$ cat src/verilog/cfs_pkg.sv
/*
  Package for the falling-source select and auto-shutdown block: register
  offsets, field positions, reset values, override codes and state layout.
  Assumes an 8-bit register port with a 4-bit register index.
*/
package cfs_pkg;

  // ****************************************
  // Register map
  // ****************************************
  localparam int CFS_AW = 4;
  localparam int CFS_DW = 8;
  localparam logic [3:0] CFS_FSEL_OFS = 4'h0;
  localparam logic [3:0] CFS_FMODE_OFS = 4'h1;
  localparam logic [3:0] CFS_ASD0_OFS = 4'h2;
  localparam logic [3:0] CFS_ASD1_OFS = 4'h3;
  localparam logic [3:0] CFS_DBF_OFS = 4'h4;
  localparam logic [3:0] CFS_PHASE_OFS = 4'h5;
  localparam logic [3:0] CFS_IRQ_STAT_OFS = 4'h6;
  localparam logic [3:0] CFS_IRQ_EN_OFS = 4'h7;
  localparam logic [3:0] CFS_IRQ_CLR_OFS = 4'h8;

  // ****************************************
  // Field positions and reset values
  // ****************************************
  localparam int CFS_ASE_BIT = 7;
  localparam int CFS_ARSEN_BIT = 6;
  localparam int CFS_BD_LSB = 4;
  localparam int CFS_AC_LSB = 2;
  localparam int CFS_DB_CHAIN_BIT = 6;
  localparam int CFS_IRQ_FALL_BIT = 0;
  localparam int CFS_IRQ_SD_BIT = 1;
  localparam logic [7:0] CFS_FSEL_RST = 8'h00;
  localparam logic [7:0] CFS_FMODE_RST = 8'h00;
  localparam logic [5:0] CFS_CNT_RST = 6'h00;

  typedef enum logic [1:0] {
    CFS_OVR_INACTIVE = 2'b00,
    CFS_OVR_TRISTATE = 2'b01,
    CFS_OVR_LOW = 2'b10,
    CFS_OVR_HIGH = 2'b11
  } cfs_ovr_t;

  typedef struct packed {
    logic [7:0] fsel;
    logic [7:0] fmode;
    logic arsen;
    logic [1:0] bd;
    logic [1:0] ac;
    logic [3:0] sd_en;
    logic [5:0] dbf;
    logic db_chain;
    logic [5:0] phase;
    logic [1:0] irq_en;
  } cfs_regs_t;

  typedef struct packed {
    cfs_regs_t regs;
    logic sd_flag;
    logic sd_hold;
    logic [1:0] irq_stat;
    logic [8:0] src_s1;
    logic [8:0] src_s2;
    logic [7:0] src_s3;
    logic ph_busy;
    logic [5:0] ph_cnt;
    logic db_busy;
    logic [5:0] db_cnt;
    logic fall_evt;
    logic db_evt;
    logic [3:0] out_pin;
    logic [3:0] out_oe;
    logic [7:0] rd_data;
  } cfs_state_t;

  localparam cfs_state_t CFS_STATE_RST = '0;

endpackage : cfs_pkg
$ cat src/verilog/cfs_falling_shutdown.sv
/*
  Falling-event source select, phase and dead-band timing, and auto-shutdown
  state with output override for four outputs.
  Assumes event sources may be asynchronous; rise_evt, wave and polarity come
  from logic on clk.
*/
// Design decisions made here: the strobed register port and the placing of the registers.
// Operation
// - Eight select bits each let one source create falling events.
// - Select bits 7..4: oscillator, third modulator, capture two, capture one.
// - Select bits 3..0: first logic cell, comparator two, comparator one, pin.
// - Mode set: high-to-low transition makes falling event after phase delay.
// - Mode clear: low level makes an immediate falling event.
// - Mode bit ignored when select bit clear; no event then.
// - Select and mode registers reset to zero.
// - Shutdown status bit 7 reads one while in shutdown.
// - Bit 6 enables automatic restart after shutdown.
// - Bits 5-4 set B and D override: high, low, tri-state, inactive.
// - Bits 3-2 set A and C override with the same codes.
// - Bits 1-0 of shutdown control read zero, writes ignored.
// - Any enabled shutdown source low enters shutdown.
// - Complementary output delayed after falling event by six-bit count.
`timescale 1ns/1ps
module cfs_falling_shutdown
  import cfs_pkg::*;
(
  input wire logic clk,
  input wire logic sys_rst,
  input wire logic [3:0] reg_addr,
  input wire logic [7:0] reg_wdata,
  input wire logic reg_wr,
  input wire logic reg_rd,
  output logic [7:0] reg_rdata,
  input wire logic numeric_oscillator_output,
  input wire logic third_pulse_modulator,
  input wire logic second_capture_unit,
  input wire logic first_capture_unit,
  input wire logic first_logic_cell,
  input wire logic comparator_two,
  input wire logic comparator_one,
  input wire logic pin_select_input,
  input wire logic second_logic_cell,
  input wire logic rise_evt,
  input wire logic [3:0] wave,
  input wire logic [3:0] polarity,
  output logic fall_evt,
  output logic fall_db_evt,
  output logic shutdown_active_flag,
  output logic [3:0] out_pin,
  output logic [3:0] out_oe,
  output logic irq
);

  // ****************************************
  // Override decode
  // ****************************************
  function automatic logic [1:0] cfs_ovr(input logic [1:0] code, input logic pol,
                                         input logic wv, input logic sd);
    logic [1:0] r;
    r = {1'b1, wv};
    if (sd) begin
      case (code)
        CFS_OVR_HIGH: r = 2'b11;
        CFS_OVR_LOW: r = 2'b10;
        CFS_OVR_TRISTATE: r = 2'b00;
        default: r = {1'b1, pol};
      endcase
    end
    return r;
  endfunction : cfs_ovr

  cfs_state_t st;
  cfs_state_t next_st;
  logic [8:0] src_raw;
  logic [7:0] src_now;
  logic [3:0] sd_src;
  logic level_hit;
  logic edge_hit;
  logic sd_req;
  logic wr_asd0;
  logic [1:0] ovr;
  logic [1:0] irq_set;

  assign src_raw = {second_logic_cell, numeric_oscillator_output, third_pulse_modulator,
                    second_capture_unit, first_capture_unit, first_logic_cell,
                    comparator_two, comparator_one, pin_select_input};
  assign src_now = st.src_s2[7:0];
  assign sd_src = {st.src_s2[8], st.src_s2[2:0]};
  assign level_hit = |(st.regs.fsel & ~st.regs.fmode & ~src_now);
  assign edge_hit = |(st.regs.fsel & st.regs.fmode & st.src_s3 & ~src_now);
  assign sd_req = |(st.regs.sd_en & ~sd_src);
  assign wr_asd0 = reg_wr && reg_addr == CFS_ASD0_OFS;

  // ****************************************
  // Next state
  // ****************************************
  always_comb begin
    next_st = st;
    ovr = 2'b00;
    irq_set = 2'b00;
    next_st.src_s1 = src_raw;
    next_st.src_s2 = st.src_s1;
    next_st.src_s3 = src_now;
    next_st.fall_evt = level_hit;
    next_st.db_evt = 1'b0;
    next_st.rd_data = 8'h00;
    // Phase delay for edge-mode sources
    if (st.ph_busy) begin
      if (st.ph_cnt == CFS_CNT_RST) begin
        next_st.ph_busy = 1'b0;
        next_st.fall_evt = 1'b1;
      end else begin
        next_st.ph_cnt = st.ph_cnt - 6'h01;
      end
    end else if (edge_hit) begin
      next_st.ph_busy = 1'b1;
      next_st.ph_cnt = st.regs.phase;
    end
    // Falling dead-band for the complementary output
    if (st.db_busy) begin
      if (st.db_cnt == CFS_CNT_RST) begin
        next_st.db_busy = 1'b0;
        next_st.db_evt = 1'b1;
      end else begin
        next_st.db_cnt = st.db_cnt - 6'h01;
      end
    end else if (st.fall_evt) begin
      next_st.db_busy = 1'b1;
      next_st.db_cnt = st.regs.dbf;
    end
    // Register writes
    if (reg_wr) begin
      case (reg_addr)
        CFS_FSEL_OFS: next_st.regs.fsel = reg_wdata;
        CFS_FMODE_OFS: next_st.regs.fmode = reg_wdata;
        CFS_ASD0_OFS: begin
          next_st.regs.arsen = reg_wdata[CFS_ARSEN_BIT];
          next_st.regs.bd = reg_wdata[CFS_BD_LSB+:2];
          next_st.regs.ac = reg_wdata[CFS_AC_LSB+:2];
        end
        CFS_ASD1_OFS: next_st.regs.sd_en = reg_wdata[3:0];
        CFS_DBF_OFS: begin
          next_st.regs.dbf = reg_wdata[5:0];
          next_st.regs.db_chain = reg_wdata[CFS_DB_CHAIN_BIT];
        end
        CFS_PHASE_OFS: next_st.regs.phase = reg_wdata[5:0];
        CFS_IRQ_EN_OFS: next_st.regs.irq_en = reg_wdata[1:0];
        default: next_st.regs = st.regs;
      endcase
    end
    // Shutdown status: software write, auto-restart, then source request wins
    if (wr_asd0) begin
      next_st.sd_flag = reg_wdata[CFS_ASE_BIT];
    end
    if (st.regs.arsen && !sd_req) begin
      next_st.sd_flag = 1'b0;
    end
    if (sd_req) begin
      next_st.sd_flag = 1'b1;
    end
    next_st.sd_hold = st.sd_flag | (st.sd_hold & ~rise_evt);
    // Output override while shut down
    for (int i = 0; i < 4; i++) begin
      ovr = cfs_ovr((i % 2 == 1) ? st.regs.bd : st.regs.ac, polarity[i], wave[i],
                    st.sd_flag | st.sd_hold);
      next_st.out_oe[i] = ovr[1];
      next_st.out_pin[i] = ovr[0];
    end
    // Interrupt status: set wins over clear
    irq_set[CFS_IRQ_FALL_BIT] = next_st.fall_evt;
    irq_set[CFS_IRQ_SD_BIT] = sd_req & ~st.sd_flag;
    if (reg_wr && reg_addr == CFS_IRQ_CLR_OFS) begin
      next_st.irq_stat = st.irq_stat & ~reg_wdata[1:0];
    end
    next_st.irq_stat = next_st.irq_stat | irq_set;
    // Register reads, data in the following cycle
    if (reg_rd) begin
      case (reg_addr)
        CFS_FSEL_OFS: next_st.rd_data = st.regs.fsel;
        CFS_FMODE_OFS: next_st.rd_data = st.regs.fmode;
        CFS_ASD0_OFS: next_st.rd_data = {st.sd_flag, st.regs.arsen, st.regs.bd,
                                         st.regs.ac, 2'b00};
        CFS_ASD1_OFS: next_st.rd_data = {4'h0, st.regs.sd_en};
        CFS_DBF_OFS: next_st.rd_data = {1'b0, st.regs.db_chain, st.regs.dbf};
        CFS_PHASE_OFS: next_st.rd_data = {2'b00, st.regs.phase};
        CFS_IRQ_STAT_OFS: next_st.rd_data = {6'h00, st.irq_stat};
        CFS_IRQ_EN_OFS: next_st.rd_data = {6'h00, st.regs.irq_en};
        default: next_st.rd_data = 8'h00;
      endcase
    end
  end

  // ****************************************
  // State register
  // ****************************************
  always_ff @(posedge clk) begin
    if (sys_rst) begin
      st <= CFS_STATE_RST;
    end else begin
      st <= next_st;
    end
  end

  assign reg_rdata = st.rd_data;
  assign fall_evt = st.fall_evt;
  assign fall_db_evt = st.db_evt;
  assign shutdown_active_flag = st.sd_flag;
  assign out_pin = st.out_pin;
  assign out_oe = st.out_oe;
  assign irq = |(st.irq_stat & st.regs.irq_en);
endmodule : cfs_falling_shutdown

$ cat config.mk
export PLATFORM = sky130hd
export DESIGN_NAME = cfs_falling_shutdown
export DESIGN_NICKNAME = d
export VERILOG_FILES = /design/src/verilog/cfs_pkg.sv /design/src/verilog/cfs_falling_shutdown.sv
export SDC_FILE = /design/constraint.sdc
export NUM_CORES = 1
export LEC_CHECK = 0
export ABC_CLOCK_PERIOD_IN_PS = 2100
export BUFFER_PORTS_ARGS = -buffer_cell sky130_fd_sc_hd__buf_2
export CAP_MARGIN = 20
export CELL_PAD_IN_SITES_DETAIL_PLACEMENT = 0
export CELL_PAD_IN_SITES_GLOBAL_PLACEMENT = 2
export CORE_MARGIN = 3
export CORE_UTILIZATION = 30
export CTS_CLUSTER_SIZE = 16
export DETAILED_ROUTE_END_ITERATION = 8
export PLACE_DENSITY_LB_ADDON = 0.1
export SYNTH_ARGS = -nofsm -noshare
export SYNTH_HDL_FRONTEND = slang
export SYNTH_SLANG_ARGS = --single-unit
$ cat constraint.sdc
create_clock -name clk -period 2.1 [get_ports clk]
set_clock_uncertainty 0.05 [all_clocks]
set_input_delay 0.105 -clock clk [delete_from_list [all_inputs] [get_ports clk]]
set_output_delay 0.105 -clock clk [all_outputs]
set_load 0.02 [all_outputs]
==> impl_results.md, run 1 <==
* Synthesized area per cell at 8.77 um2
* Synthesized-area fraction occupied by adder cells at 1.17%
* Core Util, Final at 37.1%
* Crit start category: flop
* Pins Over Slew Limit at 0
* Largest net degree at the start of global routing at 39
* Total congestion overflow at 0
* Status: complete, no violations
* H-tree levels at 3
* Pwr per Cell Area at 767 nW/um2
* Post-synthesis instance area at 4300 um2
* Cells after Synth at 490
* EDFF count, synth at 0
* Post-synthesis compound-gate area fraction at roughly 14%
* Via count at 3,608
* Sequential standard cell area at 2000 um2
* # rows at 43
* Sequential share of the synthesized area at a little under half
* Crit path required time at 2.27 ns
* Post-synth net total at approximately 530
* Nets at a little under 600
* Clock Tree Buf Depth at 2
* Total of max-cap violations at 0
* CTS buffer count at 9
* Number of global-route vias before repair at around 3,500
* Final min period at 1.89 ns
* Initial core utilization at between 30 and 40%
* Core ar. at 13,900 um2
* Flop pwr share at 49.9%
* Height of the die at 126 um
* Nature of the critical path endpoint: flop
* Async set-reset flop share out of synthesis at 0%
* Setup TNS at 0 ns
* Cell internal pwr at 2.98 mW
* Synth top area cells: dfxtp_1 (47%), mux2i_1 (6.5%), nor2_1 (5.1%)
* CTS tree: done
* Gpl congestion at 0.815
* Count leader, synth: dfxtp_1
* Max incr delay on CP at 0.36 ns
* Ys flop type: dfxtp_1
* Worst Path Max Fanout at 6
* Initial DRC Count at ~240
* Comb pwr share at 8.7%
* Area of the multi-input gates at a little over 2000 um2
* VDD IR max at between 0.5 and 0.6 mV
* Crit path max-delay cell type: nor3b_1
* Setup violations, final at 0
* Drt pass-1 iters at 5
* Mux cell area share after synthesis at between 7 and 8%
* I/O Buffers at 53
* Final worst slack at approximately 0.21 ns
* Chip width at approximately 130 um
* Sw Pwr at between 0.9 and 1 mW
* Die area at 15,800 um2
* CTS Sinks at 100
* First-pass GRT wire length at just under 20,000 um
* Fin. Hold Viols at 0
* Final worst-path cycle share at approximately nine tenths
* Critical-path cell list: inv_1 > ha_1 > nor3b_1 > nand3_2 > and3_1 > o21ai_0 > o211ai_1
* RSZ-0062 raised after global routing: false
* Commonest cells post-synth: dfxtp_1 (100), nor2_1 (58), nand2_1 (44)
* Post-DP HPWL at between 8000 and 9000 um
* Wire per inst at 16.6 um
* Layout cell share with drive strength beyond 1 at 17.1%
* Unique masters post-synth at 53
* Static leakage at 2.09 nW
* Post-route ant nets at 0
* Seq cells post-synth at 100
* Slew @ Worst Pin at 0.646 ns
* Worst skew pair latency at between 0.3 and 0.4 ns
* Largest family of logic cells by synthesized area: simple AND/OR/NAND/NOR gates
* Root Buffer: clkbuf_16
* Clock slew at reported path FFs at 0.07 ns
* Fill cells at 1,453
* Worst Path Arrival at 2.06 ns
* Dpl cells at 693
* Peak Freq at 528 MHz
* Diode count at 0
* Hold Crit Class: input pin to flop
* DRC at 0
* Post-synth top area share at 46.6%
* Antenna violations before repair at 0
* Via density at just under 5
* Critical path class: flop to flop
* GR Util All Layers at roughly 15%
* Sw Ratio at 25.0%
* Post-Synth XOR/XNOR Area at 0.408%
* Simple-Gate Fraction of Synth Area at 23.9%
* Number of top-level pins at 54
* Area delta synth->final at 20.4%
* Final std cells w/o fill at 729
* Relative slew margins at 57.0%
* Place WS at 0.201 ns
* Detailed-route wire length at 12,100 um
* Clock power frac at roughly two fifths
* Synth area leader: dfxtp_1
* Synthesis Warnings at 0
-- through the flow --
| stage | hold slack, ns | power, mW | instance area, um2 |
|---|---|---|---|
| floorplan | 0.183 | 2.23 | 4300 |
| global placement | 0.264 | 2.34 | 4670 |
| detailed placement | 0.268 | 2.34 | 4670 |
| CTS | 0.0145 | 4.03 | 5160 |
| global route | 0.0255 | 4.13 | 5170 |
| finish | 0.0208 | 3.97 | 5170 |
-- timing repair --
item                                    CTS  global route
endpoints found under the setup margin    0             1
setup buffers                             0             0
hold buffers                             20             0
endpoints found under the hold margin    18             0
resized for setup                         0             1
-- registers in the layout, summed over array words and instances (netlist names) --
| register | count |
|---|---|
| fall_db_evt | 1 |
| fall_evt | 1 |
| next_st | 17 |
| out_oe | 2 |
| out_pin | 4 |
| reg_rdata | 8 |
| sd_src | 1 |
| shutdown_active_flag | 1 |
| st | 65 |
-- metal layers --
layer	part of all wire [%]	track usage [%]	routed length, um
met5	0	0	0
met4	1.3	4.02	163
met3	3.5	4.07	426
met2	49	26.2	5940
met1	46	19.7	5600
-- cell families after synthesis --
kind of cell,after synthesis
muxes,31
DFF,100
adders and majority gates,4
and+or+nand+nor,206
buffers and inverters,57
xor gates and xnor gates,2
AOI/OAI and AO/OA,90
-- power by group through the flow --
stage	Clock (mW)	Sequential, mW	Combinational [mW]
after global placement	0	2.02	0.313
after CTS	1.70	1.98	0.347
after global routing	1.76	1.99	0.381
final	1.64	1.98	0.344
after floorplan	0	2.01	0.214
after detailed placement	0	2.03	0.314
-- path summary, 6_finish.rpt --
kind | from | endpoint | slack, ns | cells after the start
worst max-delay path | st[25]$_SDFFE_PP0P_ | st[25]$_SDFFE_PP0P_ | 0.21 | 7
worst max register to register | st[25]$_SDFFE_PP0P_ | st[25]$_SDFFE_PP0P_ | 0.21 | 7
worst min-delay path | reg_wdata[5] | st[99]$_SDFFE_PP0P_ | 0.02 | 3
worst min register to register | next_st[46]$_SDFF_PP0_ | next_st[38]$_SDFF_PP0_ | 0.39 | 1
-- critical path, delay by kind of cell, from the launching register on --
kind / cells / cell delay [ns]
compound gates: 2 / 0.24
flops: 1 / 0.33
buf+inv: 1 / 0.15
fa+ha+maj: 1 / 0.18
simple gates: 3 / 0.80
-- cell usage in the layout (no fill, tap or decap), drive strengths merged, types with 9 or more instances in the layout --
cell,synthesis,layout
dfxtp,100,100
buf,20,65
nor2,58,58
nand2,44,44
nand3,32,32
nor2b,29,29
mux2i,28,28
a21oi,27,27
dlygate4sd3,0,20
inv,15,17
o21ai,12,12
clkbuf,22,11
nand2b,10,10
a31oi,9,9
-- layout make-up --
cell class | count | share of cell area, %
clock buffer | 11 | 4.89
clock inverter | 5 | 0.823
inverter | 15 | 1.09
multi-input combinational | 333 | 39.4
sequential | 100 | 38.7
tap | 180 | 4.36
timing repair buffer | 85 | 10.7
No activity file was read; power rests on OpenSTA's default activity.
==> inputs of run 2 (changes only) <==
--- a/config.mk
+++ b/config.mk
@@ -12,9 +12,11 @@
 export CELL_PAD_IN_SITES_GLOBAL_PLACEMENT = 2
 export CORE_MARGIN = 3
 export CORE_UTILIZATION = 30
+export CTS_BUF_LIST = sky130_fd_sc_hd__clkbuf_16
 export CTS_CLUSTER_SIZE = 16
 export DETAILED_ROUTE_END_ITERATION = 8
 export PLACE_DENSITY_LB_ADDON = 0.1
+export RECOVER_POWER = 50
 export SYNTH_ARGS = -nofsm -noshare
 export SYNTH_HDL_FRONTEND = slang
 export SYNTH_SLANG_ARGS = --single-unit
==> run 2 against run 1 <==
  * Die area stayed put
  * Combinational power is 1% lower
  * Final area decreased by 0.92%
  * Sequential share of layout area is 0.36 points higher
  * Total power decreased by 2.0%
  * Count of clock-buffer cells in the layout down 2
  * Core utilization decreased by 0.34 points
  * Sequential power is essentially flat
  * Clock power fell by 4%
  * First-iteration DRC count shrank 0.42%
  * Critical path type unchanged
  * Largest cell class unchanged
==> impl_results.md, run 2 (synthesized netlist as in run 1, its figures left out) <==
* Root Buffer: clkbuf_16
* Pwr per Cell Area at between 700 and 800 nW/um2
* Status: complete, no violations
* CTS buffer count at 9
* Drt pass-1 iters at 4
* Most common cell after layout, fill and taps aside: dfxtp_1
* Crit start category: flop
* Max incr delay on CP at 0.36 ns
* Die area at 15,800 um2
* RR Startpoint: st[25]$_SDFFE_PP0P_
* Post-CTS Setup Inserts at 0
* Antenna violations before repair at 0
* Static leakage at around 2.0 nW
* Sw Pwr at around 1 mW
* Clock Tree Buf Depth at 2
* GR Util All Layers at approximately 15%
* Final min period at 1.90 ns
* Hold Crit Class: input pin to flop
* Min-delay src: reg_wdata[5]
* Layout cell share with drive strength beyond 1 at 13.5%
* FF-to-FF path depth at 7
* Setup TNS at 0 ns
* Setup violations, final at 0
* Most frequent cells in the layout: dfxtp_1 (100), nor2_1 (58), nand2_1 (44)
* I/O Buffers at 53
* H-tree levels at 3
* Worst Path Max Fanout at 6
* Area delta synth->final at 19.3%
* Fin. Hold Viols at 0
* Worst Path Arrival at 2.07 ns
* Biggest register: st
* Height of the die at 126 um
* Hold depth at 3
* Core ar. at between 10,000 and 15,000 um2
* Clock slew at reported path FFs at 0.07 ns
* Via count at 3,639
* Max reg flops at 65
* CTS tree: done
* Total of max-cap violations at 0
* R2R setup slack at approximately 0.20 ns
* # rows at 43
* Final worst slack at around 0.2 ns
* Gpl congestion at 0.815
* Relative slew margins at 46.8%
* Nature of the critical path endpoint: flop
* Met3 Track Usage GR at roughly 4.1%
* RSZ-0062 raised after global routing: false
* Total congestion overflow at 0
* Chip width at 126 um
* Pins Over Slew Limit at 0
* Initial core utilization at 30.8%
* Peak Freq at 526 MHz
* Post-route ant nets at 0
* Fill cells at approximately 1,500
* Crit path max-delay cell type: nor3b_1
* Crit path required time at 2.27 ns
* Place WS at between 0.2 and 0.25 ns
* VDD IR max at 0.476 mV
* Number of global-route vias before repair at 3,544
* Via density at 4.99
* FF-to-FF End: st[25]$_SDFFE_PP0P_
* Worst skew pair latency at 0.35 ns
* Nets at 582
* M1 GR Usage at 19.7%
* Critical path class: flop to flop
* Sw Ratio at 25.4%
* Comb pwr share at 8.7%
* Cell internal pwr at 2.90 mW
* First-pass GRT wire length at 19,300 um
* Clock power frac at roughly 40%
* DRC at 0
* Largest net degree at the start of global routing at 39
* Final worst-path cycle share at 90.5%
* Grt peak-use layer: met2
* CTS Sinks at 100
* Slew @ Worst Pin at 0.798 ns
* Detailed-route wire length at 12,100 um
* Initial DRC Count at between 200 and 250
* Flop pwr share at 51.0%
* Number of top-level pins at 54
* M2 GR Usage at 26.2%
* Post-DP HPWL at 8740 um
* Wire per inst at 16.6 um
* Critical-path cell list: inv_1 > ha_1 > nor3b_1 > nand3_2 > and3_1 > o21ai_0 > o211ai_1
* Diode count at 0
* Hold endpoint: st[99]$_SDFFE_PP0P_
## run 2: worst max-delay path by stage
stage                   startpoint                   to  slack, ns  cells past startpoint
2_1_floorplan  st[20]$_SDFFE_PP0P_  st[18]$_SDFFE_PP0P_       0.36                      5
3_3_place_gp   st[25]$_SDFFE_PP0P_  st[25]$_SDFFE_PP0P_       0.25                      7
3_5_place_dp   st[25]$_SDFFE_PP0P_  st[25]$_SDFFE_PP0P_       0.20                      7
4_1_cts        st[25]$_SDFFE_PP0P_  st[25]$_SDFFE_PP0P_       0.17                      7
5_1_grt        st[25]$_SDFFE_PP0P_  st[25]$_SDFFE_PP0P_       0.02                      7
6_report       st[25]$_SDFFE_PP0P_  st[25]$_SDFFE_PP0P_       0.20                      7
## run 2: per-layer routing
layer | vias to the layer above | share of wire (%) | wire length (um)
met1 | 1741 | 46 | 5550
met4 | 0 | 1.2 | 151
met3 | 12 | 4.2 | 512
met5 | - | 0 | 0
met2 | 79 | 49 | 5930
li1 | 1807 | - | -
## run 2: power groups by stage
| stage | sequential [mW] | clock, mW | combinational [mW] |
|---|---|---|---|
| 5_1_grt | 1.99 | 1.68 | 0.377 |
| 6_report | 1.98 | 1.57 | 0.339 |
| 2_1_floorplan | 2.01 | 0 | 0.214 |
| 4_1_cts | 1.98 | 1.63 | 0.347 |
| 3_3_place_gp | 2.02 | 0 | 0.313 |
| 3_5_place_dp | 2.03 | 0 | 0.314 |
## run 2: worst max-delay path: cells and delay by family (launching register included)
| family | cells | cell delay (ns) |
|---|---|---|
| flops | 1 | 0.33 |
| simple gates | 3 | 0.82 |
| fa+ha+maj | 1 | 0.18 |
| buf+inv | 1 | 0.16 |
| compound gates | 2 | 0.24 |
## run 2: what timing repair did
item,CTS,global route
endpoints found under the hold margin,18,0
resized for setup,0,1
hold buffers,20,0
setup endpoints to repair,0,1
## run 2: final cells by class
cell class	instances	area [um2]	area share, %
Sequential cell	100	2000	39.1
Clock buffer	9	225	4.40
Clock inverter	7	50.0	0.977
Timing Repair Buffer	85	528	10.3
Multi-Input combinational cell	333	2040	39.7
Tap cell	180	225	4.40
Inverter	15	56.3	1.10
## run 2: through the flow
step	hold slack (ns)	cells	power (mW)	util [%]	area, um2
global placement	0.264	693	2.34	33.5	4670
detailed placement	0.268	693	2.34	33.5	4670
CTS	0.0148	729	3.96	36.9	5140
finish	0.0222	729	3.89	36.8	5120
floorplan	0.183	490	2.23	-	4300
global route	0.0260	729	4.05	36.8	5120
